**src/logic/can_tx_pkg.sv**
```systemverilog
package can_tx_pkg;

  localparam int NBOX = 16;
  localparam int ID_W = 11;
  localparam int IDX_W = 14;

  // Register indices; byte address is four times the index
  localparam logic [IDX_W-1:0] EN_LO_IDX = 14'h2300;
  localparam logic [IDX_W-1:0] EN_HI_IDX = 14'h2301;
  localparam logic [IDX_W-1:0] DIR_LO_IDX = 14'h2302;
  localparam logic [IDX_W-1:0] DIR_HI_IDX = 14'h2303;
  localparam logic [IDX_W-1:0] TRS_LO_IDX = 14'h2304;
  localparam logic [IDX_W-1:0] TRS_HI_IDX = 14'h2305;
  localparam logic [IDX_W-1:0] TA_LO_IDX = 14'h2308;
  localparam logic [IDX_W-1:0] TA_HI_IDX = 14'h2309;
  localparam logic [IDX_W-1:0] MCR_IDX = 14'h2310;

  // Field positions and reset values
  localparam int ORDER_BIT = 3;
  localparam logic [15:0] EN_RST = 16'h0000;
  localparam logic [14:0] DIR_RST = 15'h0000;
  localparam logic [14:0] TRS_RST = 15'h0000;
  localparam logic [14:0] TA_RST = 15'h0000;
  localparam logic [3:0] PTR_RST = 4'h0;

  // Longest frame in bit times, stuff bits included
  localparam int FRAME_MAX_BITS = 152;

endpackage

```
**src/logic/tx_sched_if.sv**
```systemverilog
`timescale 1ns/10ps
interface tx_sched_if;
  import can_tx_pkg::*;
  logic [NBOX-1:0] req;
  logic [3:0] start;
  logic mode;
  logic [NBOX*ID_W-1:0] ids;
  logic found;
  logic [3:0] pick;
  modport ctl (output req, output start, output mode, output ids, input found, input pick);
  modport sel (input req, input start, input mode, input ids, output found, output pick);
endinterface

```
**src/logic/tx_pick.sv**
```systemverilog
`timescale 1ns/10ps
module tx_pick
  import can_tx_pkg::*;
(
  tx_sched_if.sel s
);

  // Mode 0: first request from the start box upward, wrapping.
  // Mode 1: lowest identifier wins; ties go to the lower box.
  always_comb begin
    logic [3:0] idx;
    logic [ID_W-1:0] best;
    logic [ID_W-1:0] cur;
    idx = 4'h0;
    best = '1;
    cur = '0;
    s.found = 1'b0;
    s.pick = 4'h0;
    for (int i = 0; i < NBOX; i++) begin
      if (!s.mode) begin
        idx = 4'(s.start + 4'(i));
        if (!s.found && s.req[idx]) begin
          s.found = 1'b1;
          s.pick = idx;
        end
      end else begin
        cur = s.ids[i*ID_W +: ID_W];
        if (s.req[i] && (!s.found || cur < best)) begin
          s.found = 1'b1;
          s.pick = 4'(i);
          best = cur;
        end
      end
    end
  end

endmodule

```
**src/logic/can_mailbox_tx_control.sv**
```systemverilog
// The AHB-Lite interface to the registers was decided locally.
`timescale 1ns/10ps
// Function
// - Mailbox enable bit gates mailbox access
// - Direction 0 transmits, 1 receives
// - Last box direction reads 1, writes ignored
// - Rx finishes after switch to transmit; pending set, no irq
// - Tx finishes after switch to receive; ack set, no irq
// - Send enabled transmit boxes with request, sequentially
// - Request not settable on receive boxes
// - Pending request blocks mailbox writes
// - Request cleared only on success; retry
// - Control bit 3 selects transmit order
// - Order 0: rotate from box after last
// - Order 0: failure restarts scan at box
// - Order 1: highest priority identifier, repick
// - Order 1: error resends same box
// - No request bit for last box
// - Mailbox writable when enabled and no request pending
// - Disabling mid-transmission does not abort it
// - Request set by writing 1, 0 ignored
// - Success sets ack; 1 to ack/request clears
module can_mailbox_tx_control
  import can_tx_pkg::*;
(
  // Clock and reset
  input wire logic hclk,
  input wire logic hresetn,
  // AHB-Lite slave
  input wire logic hsel,
  input wire logic [15:0] haddr,
  input wire logic [1:0] htrans,
  input wire logic hwrite,
  input wire logic [2:0] hsize,
  input wire logic [31:0] hwdata,
  input wire logic hready,
  output logic [31:0] hrdata,
  output logic hreadyout,
  output logic hresp,
  // Mailbox store
  input wire logic [NBOX*ID_W-1:0] box_id,
  output logic [NBOX-1:0] box_wr_ok,
  // Protocol engine, transmit
  output logic tx_go,
  output logic [3:0] tx_box,
  output logic tx_busy,
  input wire logic tx_ok,
  input wire logic tx_lost,
  input wire logic tx_err,
  output logic tx_irq_set,
  // Protocol engine, receive
  input wire logic rx_start,
  input wire logic [3:0] rx_box_in,
  input wire logic rx_end,
  output logic rx_pend_set,
  output logic rx_irq_set,
  output logic [3:0] rx_pend_box
);

  typedef enum logic [1:0] {
    ST_IDLE = 2'b01,
    ST_SEND = 2'b10
  } ctl_state_t;

  typedef struct packed {
    ctl_state_t st;
    logic [3:0] box;
    logic [3:0] ptr;
    logic [15:0] en;
    logic [14:0] dir;
    logic [14:0] transmit_request_bits;
    logic [14:0] ta;
    logic order;
    logic ap_wr;
    logic ap_rd;
    logic [IDX_W-1:0] ap_idx;
    logic rd_wait;
    logic [7:0] rdata;
    logic go;
    logic tx_chg;
    logic tx_irq;
    logic rx_busy;
    logic [3:0] rx_box;
    logic rx_chg;
    logic rx_pend;
    logic rx_irq;
  } ctl_t;

  ctl_t q;
  ctl_t d;
  logic [15:0] dir16;
  logic [15:0] trs16;
  logic [15:0] ta16;
  logic [15:0] wv;
  logic [7:0] w;

  tx_sched_if s ();

  tx_pick u_pick (
    .s (s)
  );

  assign dir16 = {1'b1, q.dir};
  assign trs16 = {1'b0, q.transmit_request_bits};
  assign ta16 = {1'b0, q.ta};
  assign w = hwdata[7:0];
  assign wv = (q.ap_idx[0] == 1'b0) ? {8'h00, w} : {w, 8'h00};

  assign s.req = {1'b0, q.transmit_request_bits & ~q.dir & q.en[14:0]};
  assign s.start = q.ptr;
  assign s.mode = q.order;
  assign s.ids = box_id;

  assign box_wr_ok = q.en & ~trs16;

  assign hreadyout = !(q.ap_rd && !q.rd_wait);
  assign hresp = 1'b0;
  assign hrdata = {24'h000000, q.rdata};
  assign tx_go = q.go;
  assign tx_box = q.box;
  assign tx_busy = (q.st == ST_SEND);
  assign tx_irq_set = q.tx_irq;
  assign rx_pend_set = q.rx_pend;
  assign rx_irq_set = q.rx_irq;
  assign rx_pend_box = q.rx_box;

  always_comb begin
    d = q;
    d.go = 1'b0;
    d.tx_irq = 1'b0;
    d.rx_pend = 1'b0;
    d.rx_irq = 1'b0;

    // Address phase capture; reads get one wait state
    d.rd_wait = q.ap_rd && !q.rd_wait;
    if (hready) begin
      d.ap_wr = hsel && htrans[1] && hwrite;
      d.ap_rd = hsel && htrans[1] && !hwrite;
      if (hsel && htrans[1]) begin
        d.ap_idx = haddr[15:2];
      end
    end

    // Write data phase
    if (q.ap_wr) begin
      unique case (q.ap_idx)
        EN_LO_IDX: d.en[7:0] = w;
        EN_HI_IDX: d.en[15:8] = w;
        DIR_LO_IDX: d.dir[7:0] = w;
        DIR_HI_IDX: d.dir[14:8] = w[6:0];
        TRS_LO_IDX, TRS_HI_IDX: begin
          d.transmit_request_bits = q.transmit_request_bits | (wv[14:0] & ~q.dir);
          d.ta = q.ta & ~wv[14:0];
        end
        TA_LO_IDX, TA_HI_IDX: d.ta = q.ta & ~wv[14:0];
        MCR_IDX: d.order = w[ORDER_BIT];
        default: d.order = q.order;
      endcase
    end

    // Read data, sampled after any write of the previous transfer
    if (q.ap_rd && !q.rd_wait) begin
      unique case (q.ap_idx)
        EN_LO_IDX: d.rdata = q.en[7:0];
        EN_HI_IDX: d.rdata = q.en[15:8];
        DIR_LO_IDX: d.rdata = dir16[7:0];
        DIR_HI_IDX: d.rdata = dir16[15:8];
        TRS_LO_IDX: d.rdata = trs16[7:0];
        TRS_HI_IDX: d.rdata = trs16[15:8];
        TA_LO_IDX: d.rdata = ta16[7:0];
        TA_HI_IDX: d.rdata = ta16[15:8];
        MCR_IDX: d.rdata = 8'(q.order) << ORDER_BIT;
        default: d.rdata = 8'h00;
      endcase
    end

    // Transmit scheduling
    unique case (q.st)
      ST_IDLE: begin
        if (s.found) begin
          d.box = s.pick;
          d.go = 1'b1;
          d.tx_chg = 1'b0;
          d.st = ST_SEND;
        end
      end
      ST_SEND: begin
        // Direction or enable changes do not abort the frame
        if (dir16[q.box]) begin
          d.tx_chg = 1'b1;
        end
        if (tx_ok) begin
          d.transmit_request_bits[q.box[3:0]] = 1'b0;
          d.ta[q.box[3:0]] = 1'b1;
          d.tx_irq = !(q.tx_chg || dir16[q.box]);
          d.ptr = 4'(q.box + 4'h1);
          d.st = ST_IDLE;
        end else if (tx_lost) begin
          d.ptr = q.box;
          d.st = ST_IDLE;
        end else if (tx_err) begin
          if (q.order) begin
            d.go = 1'b1;
          end else begin
            d.ptr = q.box;
            d.st = ST_IDLE;
          end
        end
      end
      default: d.st = ST_IDLE;
    endcase

    // Receive completion bookkeeping
    if (q.rx_busy && !dir16[q.rx_box]) begin
      d.rx_chg = 1'b1;
    end
    if (rx_start) begin
      d.rx_busy = 1'b1;
      d.rx_box = rx_box_in;
      d.rx_chg = 1'b0;
    end else if (rx_end && q.rx_busy) begin
      d.rx_busy = 1'b0;
      d.rx_pend = 1'b1;
      d.rx_irq = !(q.rx_chg || !dir16[q.rx_box]);
    end
  end

  always_ff @(posedge hclk or negedge hresetn) begin
    if (!hresetn) begin
      q <= '0;
      q.st <= ST_IDLE;
      q.ptr <= PTR_RST;
      q.en <= EN_RST;
      q.dir <= DIR_RST;
      q.transmit_request_bits <= TRS_RST;
      q.ta <= TA_RST;
    end else begin
      q <= d;
    end
  end

  // Priority check helper: no requester may beat the chosen box
  logic prio_ok;

  always_comb begin
    prio_ok = 1'b1;
    for (int i = 0; i < NBOX; i++) begin
      if (s.req[i] && (box_id[i*ID_W +: ID_W] < box_id[s.pick*ID_W +: ID_W])) begin
        prio_ok = 1'b0;
      end
    end
  end

  AST_DIR15_READS_ONE: assert property (@(posedge hclk) disable iff (!hresetn)
    (q.ap_rd && !q.rd_wait && q.ap_idx == DIR_HI_IDX) |=> q.rdata[7])
    else $error("last box direction did not read as one");

  AST_NO_REQ_ON_RX: assert property (@(posedge hclk) disable iff (!hresetn)
    (q.ap_wr && (q.ap_idx == TRS_LO_IDX || q.ap_idx == TRS_HI_IDX))
      |=> ((q.transmit_request_bits & ~$past(q.transmit_request_bits) & $past(q.dir)) == 15'h0000))
    else $error("request set on a receive mailbox");

  AST_SEND_KEEPS_REQ: assert property (@(posedge hclk) disable iff (!hresetn)
    (q.st == ST_SEND && !tx_ok && (tx_lost || tx_err)) |=> trs16[$past(q.box)])
    else $error("request cleared after a failed send");

  AST_OK_CLEARS: assert property (@(posedge hclk) disable iff (!hresetn)
    (q.st == ST_SEND && tx_ok) |=> (!trs16[$past(q.box)] && ta16[$past(q.box)] && q.st == ST_IDLE))
    else $error("success did not clear request and set ack");

  AST_ERR_SAME_BOX: assert property (@(posedge hclk) disable iff (!hresetn)
    (q.st == ST_SEND && q.order && tx_err && !tx_ok && !tx_lost)
      |=> (tx_go && q.box == $past(q.box) && q.st == ST_SEND))
    else $error("error retry left the failed mailbox");

  AST_FAIL_RESCAN: assert property (@(posedge hclk) disable iff (!hresetn)
    (q.st == ST_SEND && !q.order && !tx_ok && (tx_lost || tx_err)) |=> (q.ptr == $past(q.box)))
    else $error("scan did not restart at the failed mailbox");

  AST_ROTATE_NEXT: assert property (@(posedge hclk) disable iff (!hresetn)
    (q.st == ST_SEND && tx_ok) |=> (q.ptr == 4'($past(q.box) + 4'h1)))
    else $error("scan start is not the box after the last sent");

  AST_TX_NO_IRQ: assert property (@(posedge hclk) disable iff (!hresetn)
    (q.st == ST_SEND && tx_ok && (q.tx_chg || dir16[q.box])) |=> (!tx_irq_set && ta16[$past(q.box)]))
    else $error("transmit irq raised after switch to receive");

  AST_RX_NO_IRQ: assert property (@(posedge hclk) disable iff (!hresetn)
    (q.rx_busy && rx_end && !rx_start && !dir16[q.rx_box]) |=> (rx_pend_set && !rx_irq_set))
    else $error("receive irq raised after switch to transmit");

  AST_START_VALID: assert property (@(posedge hclk) disable iff (!hresetn)
    (q.st == ST_IDLE && s.found) |=> (tx_go && $past(q.en[s.pick]) && !$past(dir16[s.pick])))
    else $error("send started on a disabled or receive mailbox");

  AST_WR_BLOCKED: assert property (@(posedge hclk) disable iff (!hresetn)
    (q.st == ST_SEND) |-> !box_wr_ok[q.box])
    else $error("mailbox write allowed while request pending");

  AST_PRIO_PICK: assert property (@(posedge hclk) disable iff (!hresetn)
    (q.st == ST_IDLE && s.found && q.order) |-> prio_ok)
    else $error("a higher priority requester was passed over");

  AST_LOST_REPICK: assert property (@(posedge hclk) disable iff (!hresetn)
    (q.st == ST_SEND && q.order && tx_lost && !tx_ok) |=> (q.st == ST_IDLE && !tx_go))
    else $error("lost arbitration did not lead to a new choice");

  AST_REQ_NOT_CLEARED: assert property (@(posedge hclk) disable iff (!hresetn)
    (q.ap_wr && (q.ap_idx == TRS_LO_IDX || q.ap_idx == TRS_HI_IDX) && !(q.st == ST_SEND && tx_ok))
      |=> (($past(q.transmit_request_bits) & ~q.transmit_request_bits) == 15'h0000))
    else $error("request cleared by a register write");

  AST_ACK_W1C: assert property (@(posedge hclk) disable iff (!hresetn)
    (q.ap_wr && (q.ap_idx == TA_LO_IDX || q.ap_idx == TA_HI_IDX) && !(q.st == ST_SEND && tx_ok))
      |=> ((q.ta & $past(wv[14:0])) == 15'h0000))
    else $error("ack bit written with one stayed set");

  AST_ORDER_WRITE: assert property (@(posedge hclk) disable iff (!hresetn)
    (q.ap_wr && q.ap_idx == MCR_IDX) |=> (q.order == $past(w[ORDER_BIT])))
    else $error("transmit order select not taken from the write");

  AST_SEND_HOLDS: assert property (@(posedge hclk) disable iff (!hresetn)
    (q.st == ST_SEND && !tx_ok && !tx_lost && !tx_err)
      |=> (tx_busy && tx_box == $past(q.box)))
    else $error("send abandoned without a result");

  AST_EN_WRITE: assert property (@(posedge hclk) disable iff (!hresetn)
    (q.ap_wr && q.ap_idx == EN_LO_IDX) |=> (q.en[7:0] == $past(w)))
    else $error("enable write did not land");

  AST_DIR_WRITE: assert property (@(posedge hclk) disable iff (!hresetn)
    (q.ap_wr && q.ap_idx == DIR_LO_IDX) |=> (q.dir[7:0] == $past(w)))
    else $error("direction write did not land");

  AST_RX_IRQ: assert property (@(posedge hclk) disable iff (!hresetn)
    (q.rx_busy && rx_end && !rx_start && !q.rx_chg && dir16[q.rx_box]) |=> (rx_pend_set && rx_irq_set))
    else $error("clean reception raised no irq");

  AST_TX_IRQ: assert property (@(posedge hclk) disable iff (!hresetn)
    (q.st == ST_SEND && tx_ok && !q.tx_chg && !dir16[q.box]) |=> tx_irq_set)
    else $error("clean transmission raised no irq");

endmodule

```
**config.mk**
```make
export PLATFORM = sky130hd
export DESIGN_NAME = can_mailbox_tx_control
export DESIGN_NICKNAME = d
export VERILOG_FILES = /design/src/logic/can_tx_pkg.sv /design/src/logic/tx_sched_if.sv /design/src/logic/tx_pick.sv /design/src/logic/can_mailbox_tx_control.sv
export SDC_FILE = /design/constraint.sdc
export NUM_CORES = 1
export LEC_CHECK = 0
export BUFFER_PORTS_ARGS = -buffer_cell sky130_fd_sc_hd__buf_2
export CORE_MARGIN = 3
export CORE_UTILIZATION = 51
export CTS_CLUSTER_SIZE = 20
export DETAILED_ROUTE_END_ITERATION = 10
export GPL_ROUTABILITY_DRIVEN = 0
export GPL_TIMING_DRIVEN = 0
export PLACE_DENSITY = 0.74
export SETUP_SLACK_MARGIN = 0.1
export SLEW_MARGIN = 15
export SYNTH_ARGS = -nofsm -noshare
export SYNTH_HDL_FRONTEND = slang
export SYNTH_SLANG_ARGS = --single-unit
```
**constraint.sdc**
```tcl
create_clock -name hclk -period 46.9 [get_ports hclk]
set_input_delay 9.38 -clock hclk [delete_from_list [all_inputs] [get_ports hclk]]
set_output_delay 9.38 -clock hclk [all_outputs]
set_load 0.01 [all_outputs]
```
# Word level (Yosys, flattened, before mapping)
# Cells that the tools add are included.
# word_totals
reg_bits	108
inputBits	243
output_inout_bits	63
wordCells	381
# op_classes
n_addsub	16
n_lt_le_gt_ge	33
eq_ne	16
muxes	192
bitwise_logic	12
n_reduce_logical	89
# ops
cell	n
11-bit 2-to-1 mux	28
4-bit 2-to-1 mux	50
11-bit less-than comparator	14
14-bit equality test (second input constant)	9
4-bit by 5-bit less-than comparator with 1-bit output (second input constant)	18
1-bit 2-to-1 mux	78
15-bit AND	5
1-bit binary-select mux with 4-bit select	18
8-bit case mux with 9 select lines	1
30-bit 2-to-1 mux	2
15-bit 2-to-1 mux	3
15-bit NOT	3
1-bit logical AND	36
4-bit adder (second input constant)	8
31-bit 2-to-1 mux	1
15-bit OR	2
1-bit zero test	21
4-bit by 3-bit adder with 4-bit output (second input constant)	4
16-bit AND	1
1-bit logical OR	16
15-bit NOT with 16-bit output	1
2-bit 2-to-1 mux	7
2-bit AND reduction	7
3-bit AND reduction	3
other kinds (17)	22

# Logic depth before layout (Yosys ltp)
# Gate-level depths: netlist of the first run.
# depth
depth_word	83
ltp_mapped	192
mapped_depth_nobuf	176

# Cells and area by module
# From an unflattened synthesis of the first run, not the netlist that was laid out.
# unflattened
cells_unflattened	1930
area_unflattened_um2	15354.7
# by_module_without_submodules
mod	instances	cells_each	area_per_inst_um2
tx_pick	1	1353	9415.3
can_mailbox_tx_control	1	577	5939.4

# Least setup slack after synthesis of the first run
# No wires, ideal clock.
# synth_path
path_kind	input to register
start	in box_id[8]
end	reg q, in the netlist tx_box[2]
setup_time_ns	0.066
arrival_time_ns	40.114
required_ns	46.834
path_slack_ns	6.720
path_stages	183
n_path_buf	17
cell_sequence	nor2_1 > ha_1 > a211oi_1 > a21oi_1 > nor3_1 > o311ai_4 > a21oi_1 > clkbuf_1 > nor2_1 > a21oi_1 > ha_1 > a21o_1 > a21oi_1 > nor2b_1 > or4_1 > nor2_1 > a21oi_1 > clkbuf_1 > (+147 left out) > buf_1 > a21oi_1 > ha_1 > a21oi_1 > nor2b_1 > o21ai_0 > nand2b_1 > a21oi_1 > nor2b_1 > o21ai_0 > nand2b_1 > a21oi_1 > nand2b_1 > or4_1 > nor3b_1 > mux2i_1 > o21ai_0 > o31a_1
# synth_between
elab_chain_len	77
elab_cells_between_ends	185
classes_between	order compare: 14; mux: 114; reduce/logical: 57
# synth_rtl
item	line_no	text
from (decl)	can_mailbox_tx_control.sv:41	input wire logic [NBOX*ID_W-1:0] box_id,
11-bit 2-to-1 mux *	tx_pick.sv:28	if (s.req[i] && (!s.found || cur < best)) begin
11-bit 2-to-1 mux *	tx_pick.sv:20	if (!s.mode) begin
11-bit less-than comparator	tx_pick.sv:28	
1-bit logical OR	tx_pick.sv:28	
1-bit logical AND	tx_pick.sv:28	
11-bit 2-to-1 mux or 1-bit 2-to-1 mux (tied branches)	tx_pick.sv:28	
11-bit 2-to-1 mux or 1-bit 2-to-1 mux (tied branches)	tx_pick.sv:20	
11-bit less-than comparator or 1-bit zero test (tied branches)	tx_pick.sv:28, tx_pick.sv:22	
(+61 left out)	--	
1-bit logical AND	tx_pick.sv:28	
1-bit 2-to-1 mux	tx_pick.sv:28	
1-bit 2-to-1 mux	tx_pick.sv:20	
1-bit zero test	tx_pick.sv:22	if (!s.found && s.req[idx]) begin
1-bit logical AND	tx_pick.sv:22	
1-bit 2-to-1 mux	tx_pick.sv:22	
1-bit 2-to-1 mux	tx_pick.sv:20	
2-bit AND reduction (no source line)	--	
to (decl)	can_mailbox_tx_control.sv:89	ctl_t q;
# Every way passes the cells marked *; elsewhere a longest branch is shown, timed or not.
# A chain may end at the register's enable or synchronous reset.

# Worst setup path in the final report of the first run
# Ends and elaborated chain as after synthesis.

==> results of run 1 <==
[worst reg2reg max path: cells and delay by family (launching register included)]
family | cells | cell delay, ns
DFF | 1 | 0.57
muxes | 4 | 1.03
and+or+nand+nor | 61 | 8.90
buffers and inverters | 22 | 4.88
AOI/OAI and AO/OA | 81 | 16.71
adders and majority gates | 14 | 3.95
[final timing paths]
| kind | startpoint | cells after the start | endpoint | slack [ns] |
|---|---|---|---|---|
| max in group asynchronous | hresetn | 2 | q[41] | 37.34 |
| max reg2reg | dir16[0] | 182 | tx_box[2] | 10.77 |
| min | q[2] | 1 | rx_irq_set | 0.45 |
| max | box_id[8] | 181 | tx_box[2] | 2.85 |
| min reg2reg | q[2] | 1 | rx_irq_set | 0.45 |
| min in group asynchronous | hresetn | 1 | rx_pend_set | 8.86 |
[logic make-up after synthesis]
family	Yosys count	share of synthesized area (%)
buffers and inverters	217	7.419
AND/OR/NAND/NOR	673	22.66
other	1	0.02565
multiplexers	130	10.94
flip-flops	108	18.49
AO/OA/AOI/OAI	588	27.49
adder cells (fa/ha/maj)	141	12.07
XOR/XNOR	15	0.8985
[where the power goes]
part / switching, W / internal [W] / leakage [nW] / total (W)
Combinational: 0.000131 / 0.0000857 / 6.93 / 0.000217
Clock: 0.0000351 / 0.0000472 / 0.156 / 0.0000823
Sequential: 0.0000136 / 0.000109 / 1.35 / 0.000122
Total: 0.000180 / 0.000242 / 8.44 / 0.000422
[registers in the layout (all words and copies together), names as in the netlist]
| signal | cells |
|---|---|
| rx_irq_set | 1 |
| rx_pend_set | 1 |
| hrdata | 8 |
| s.mode | 1 |
| q | 68 |
| s.start | 4 |
| rx_pend_box | 4 |
| dir16 | 15 |
| tx_go | 1 |
| tx_box | 4 |
| tx_irq_set | 1 |
[metrics by stage]
stage	cell area [um^2]	utilization, %	power (W)	hold slack (ns)
final	16820	60.07	0.0004217	0.4512
after global routing	16820	60.07	0.0004447	0.4693
after CTS	16730	59.74	0.0004167	0.4488
after detailed placement	16410	58.59	0.0003336	0.4326
after global placement	16370	58.43	0.0003288	0.4248
after floorplan	14710	-	0.0002701	0.4092
[metal layers]
metal / part of all wire (%) / global-route usage, % / up-vias
li1: - / - / 7501
met1: 42 / 38.77 / 7465
met2: 47 / 50.72 / 796
met3: 7.8 / 3.805 / 127
met4: 3.2 / 9.707 / 0
met5: 0 / 0 / -
[cell type report]
cell class,instances,area share (%)
Buffer,122,4.440
Clock buffer,9,1.339
Clock inverter,7,0.5875
Inverter,95,2.119
Multi-Input combinational cell,1572,65.21
Sequential cell,108,16.07
Tap cell,378,2.811
Timing Repair Buffer,242,7.422
[Yosys cell counts, drive strengths merged (6+ instances only)]
library cell  count  area [um^2]
a22oi            37        282.8
o211a             9        90.09
and4              7        63.81
o22ai            10        62.56
a22o              7        61.31
nand4b            6        52.55
o2111ai          10        100.1
a311oi            7        67.56
a211oi           17        132.6
mux2i            44        440.4
o211ai           30        230.2
nand3            45        225.2
o21ai            92        467.9
o221ai            7        61.31
xnor2            10        87.58
mux4             17        382.9
nand2           164        615.6
and3             23        143.9
dfrtp           107         2678
buf              81        574.3
a31oi            43        275.3
and2             28        175.2
nor3             34        175.2
nor2            208        780.8
nand4            14        87.58
o21a             12        91.34
or3              15        93.84
nand2b           19        118.9
clkbuf           41        153.9
nor2b            33        206.5
a21o             62        465.5
a211o             8        70.07
o31ai             7        52.55
nor4              9        62.56
inv              95        356.6
or2              25        156.4
ha              141         1764
a31o              7        61.31
nand3b           20        150.1
a222oi            9        90.09
a21oi           161        813.3
a32oi             6        60.06
mux2             69        777.0
[what timing repair did]
item	CTS	global route
resized for setup	0	35
endpoints found under the setup margin	0	8
hold buffers	0	0
buffers inserted	0	4
==> flow_summary.yaml, run 1 <==
sta:
  fmax_mhz: 22.70
  drv_slew: 0
  fin_crit_ns: 44.05
  skew_ns: 0.008571
  fin_setup_tns_ns: 0
  hold_violations: 0
  slew_headroom_pct: 17.66
  setup_viol: 0
  timing.final.ws_setup_ns: 2.849
  worstMarginPinSlew_ns: 1.226
  fin_crit_sh_pct: 93.93
  rsz0062_at_grt: "false"
global_route:
  grt_start_max_net_pins: 90
  antenna_found_initial: 0
  overflow: 0
  grt_usage_pct: 29.61
  grt_pass1_wl_mm: 75.38
  grt_pass1_vias: 14920
worst_setup_path:
  cp_top_family: "compound AO/OA/AOI/OAI gates"
  cp.required_ns: 47.18
  endpoint_kind: "register"
  crit_top_cell: "a21oi_1"
  cp-start-kind: "input pin"
  crit_slowest_cell: "or4_1"
  cpPeakStageDelay_ns: 0.51
  worstSetupPathType: "input pin to register"
  cp_max_fo: 10
  arrival_ns: 44.33
  crit_buf_inv: 22
drt:
  drc: 0
  drt_first_iter_violations: 1516
  wire_per_inst_um: 18.88
  postRouteAntennaNets: 0
  vias: 15890
  drt_wl_total_mm: 47.81
  firstDrtPassIters: 7
  viasPerCell: 6.273
logic_synthesis:
  synth_cell_types: 99
  ys_warn_count: 0
  ys.flop_type: "dfrtp_1"
  synthCells: 1873
  async_reset_ff_share_pct: 100.0
  synth-edff-count: 0
  yosysSeqAreaShare_pct: 18.49
  ys_ff_latch: 108
  syn_avg_cell_area_um2: 7.806
  syn-cell-area_um2: 14620
placement:
  numPortBuffers: 236
  dpl.hpwl_mm: 38.48
  place_ws_ns: 0.3409
  dp.cells: 2513
run_status:
  status: "completed"
power:
  cellLeakagePower_nw: 8.438
  power.density_nw_per_um2: 25.06
  peakVddDrop_v: 0.00002751
clock_tree:
  htreeDepth: 3
  worstSkewPairLatency_ns: 0.35
  tritoncts: "done"
  cts_buffers: 9
  clk_pin_slew_ns: 0.07
  cts_root_buffer: "clkbuf_16"
  cts.sinks: 108
  clock_path_buffers: 2
die:
  fp.dieW_um: 175.3
  dieArea_um2: 30740
  rows: 61
  io_pins: 306
  core_area_um2: 28010
  start_util_pct: 52.20
  dieHeight_um: 175.3
final_layout:
  fin_cells: 2533
  final_common_cell: "buf_2"
  drive_above_1_share_pct: 22.65
  final_cell_mix: "buf_2, nor2_1, nand2_1, a21oi_1, ha_1"
  register_area_um2: 2704
  nets: 2534
  nFillCells: 2553
  area_growth_pct: 15.07
  diodes: 0
  multi_input_area_um2: 10970
min_path:
  hp-class: "register to register"
flow_run:
  drv_cap: 0
Note: power is estimated with default switching activity, not from simulation.
==> run 2: changes to the inputs <==
- clock period: 46.9 -> 55.8 ns (I/O delays scaled with it)
==> flow_summary.yaml, run 2 (synthesis gave the netlist of run 1 again) <==
clock_tree:
  htreeDepth: 3
  cts_hold_buf: 0
  postCtsSetupBuffers: 0
  cts.sinks: 108
  clock_path_buffers: 2
  worstSkewPairLatency_ns: 0.35
  clk_pin_slew_ns: 0.07
  cts-resized-gates: 0
  cts_buffers: 9
  tritoncts: "done"
  cts_root_buffer: "clkbuf_16"
worst_setup_path:
  cp.required_ns: 56.08
  r2r-start: "dir16[0]"
  r2r_end: "tx_box[2]"
  rr_worst_depth: 181
  cp_max_fo: 10
  endpoint_kind: "register"
  crit_top_cell: "a21oi_1"
  cp-start-kind: "input pin"
  crit_end: "tx_box[2]"
  arrival_ns: 48.88
  worstSetupPathType: "input pin to register"
  crit_start: "box_id[8]"
  crit_slowest_cell: "clkbuf_1"
  regToRegSetupSlack_ns: 16.89
  cpPeakStageDelay_ns: 0.56
global_route:
  grt_usage_pct: 29.61
  grt_pass1_vias: 14920
  antenna_found_initial: 0
  grt_pass1_wl_mm: 75.38
  overflow: 0
  grt_start_max_net_pins: 90
drt:
  firstDrtPassIters: 8
  drc: 0
  wire_per_inst_um: 18.89
  vias: 15790
  viasPerCell: 6.244
  drt_first_iter_violations: 1498
  drt_wl_total_mm: 47.78
  postRouteAntennaNets: 0
placement:
  dpl.hpwl_mm: 38.48
  numPortBuffers: 236
  dp.cells: 2513
final_layout:
  drive_above_1_share_pct: 21.57
  area_growth_pct: 14.45
  fin_cells: 2529
  diodes: 0
  final_cell_mix: "buf_2, nor2_1, nand2_1, a21oi_1, ha_1"
  nets: 2530
  largest_reg_flops: 68
  top_register: "q"
  nFillCells: 2562
  final_common_cell: "buf_2"
run_status:
  status: "completed"
sta:
  fin_crit_ns: 48.60
  drv_slew: 0
  timing.hold.ws_ns: 0.4512
  fmax_mhz: 20.58
  slew_headroom_pct: 15.79
  setup_viol: 0
  hold_violations: 0
  rsz0062_at_grt: "false"
  worstMarginPinSlew_ns: 1.253
  fin_crit_sh_pct: 87.10
  fin_setup_tns_ns: 0
  skew_ns: 0.008796
min_path:
  holdCritStartpoint: "q[2]"
  hp-class: "register to register"
power:
  peakVddDrop_v: 0.00002314
  switching_share_pct: 42.68
  seqPwrFrac_pct: 29.0
  pwr-share-comb_pct: 51.4
  power.density_nw_per_um2: 21.16
  p_sw_w: 0.0001511
  pwr-share-clk_pct: 19.6
  p_int_w: 0.0002030
  cellLeakagePower_nw: 8.367
die:
  rows: 61
  io_pins: 306
  dieHeight_um: 175.3
  fp.dieW_um: 175.3
  core_area_um2: 28010
  dieArea_um2: 30740
  start_util_pct: 52.20
flow_run:
  drv_cap: 0
[run 2: through the flow]
step / power [W] / area, um^2 / setup WS (ns) / util (%)
final: 0.0003542 / 16730 / 7.199 / 59.74
after global routing: 0.0003737 / 16730 / 3.962 / 59.74
after CTS: 0.0003502 / 16730 / 7.714 / 59.74
after detailed placement: 0.0002804 / 16410 / 7.461 / 58.59
after global placement: 0.0002763 / 16370 / 8.183 / 58.43
after floorplan: 0.0002270 / 14710 / 13.84 / -
[run 2: cell type report]
type | count | area, um^2 | share of cell area, %
clock buffers | 9 | 225.2 | 1.346
well taps | 378 | 473.0 | 2.826
plain buffers | 122 | 728.2 | 4.351
multi-input cells | 1572 | 10930 | 65.32
flip-flops and latches | 108 | 2704 | 16.16
inverters | 95 | 356.6 | 2.131
repair buffers | 238 | 1219 | 7.282
clock inverters | 7 | 98.84 | 0.5907
[run 2: power by group through the flow]
| stage | clock (W) | sequential [W] | combinational [W] |
|---|---|---|---|
| 2_1_floorplan | 0 | 0.000100 | 0.000127 |
| 3_3_place_gp | 0 | 0.000103 | 0.000173 |
| 4_1_cts | 0.0000699 | 0.000102 | 0.000178 |
| 5_1_grt | 0.0000728 | 0.000104 | 0.000197 |
| 3_5_place_dp | 0 | 0.000104 | 0.000177 |
| 6_report | 0.0000694 | 0.000103 | 0.000182 |
[run 2: critical path, delay by kind of cell]
| kind | cells | cell delay (ns) |
|---|---|---|
| AO/OA/AOI/OAI | 80 | 17.13 |
| AND/OR/NAND/NOR | 60 | 9.17 |
| buffers and inverters | 22 | 6.31 |
| adder cells (fa/ha/maj) | 14 | 3.94 |
| multiplexers | 4 | 1.15 |
[run 2: how the worst min path moves through the flow]
| stage | to | cells past startpoint | slack (ns) |
|---|---|---|---|
| after floorplan | rx_irq_set | 1 | 0.41 |
| after global placement | rx_irq_set | 1 | 0.42 |
| after detailed placement | rx_irq_set | 1 | 0.43 |
| after CTS | rx_irq_set | 1 | 0.45 |
| after global routing | rx_irq_set | 1 | 0.47 |
| final | rx_irq_set | 1 | 0.45 |
[run 2: per-layer routing]
layer / global-route usage (%) / vias to the layer above / share of wire [%]
li1: - / 7493 / -
met1: 38.77 / 7426 / 41
met2: 50.72 / 751 / 47
met3: 3.805 / 121 / 8.1
met4: 9.707 / 0 / 3.0
met5: 0 / - / 0
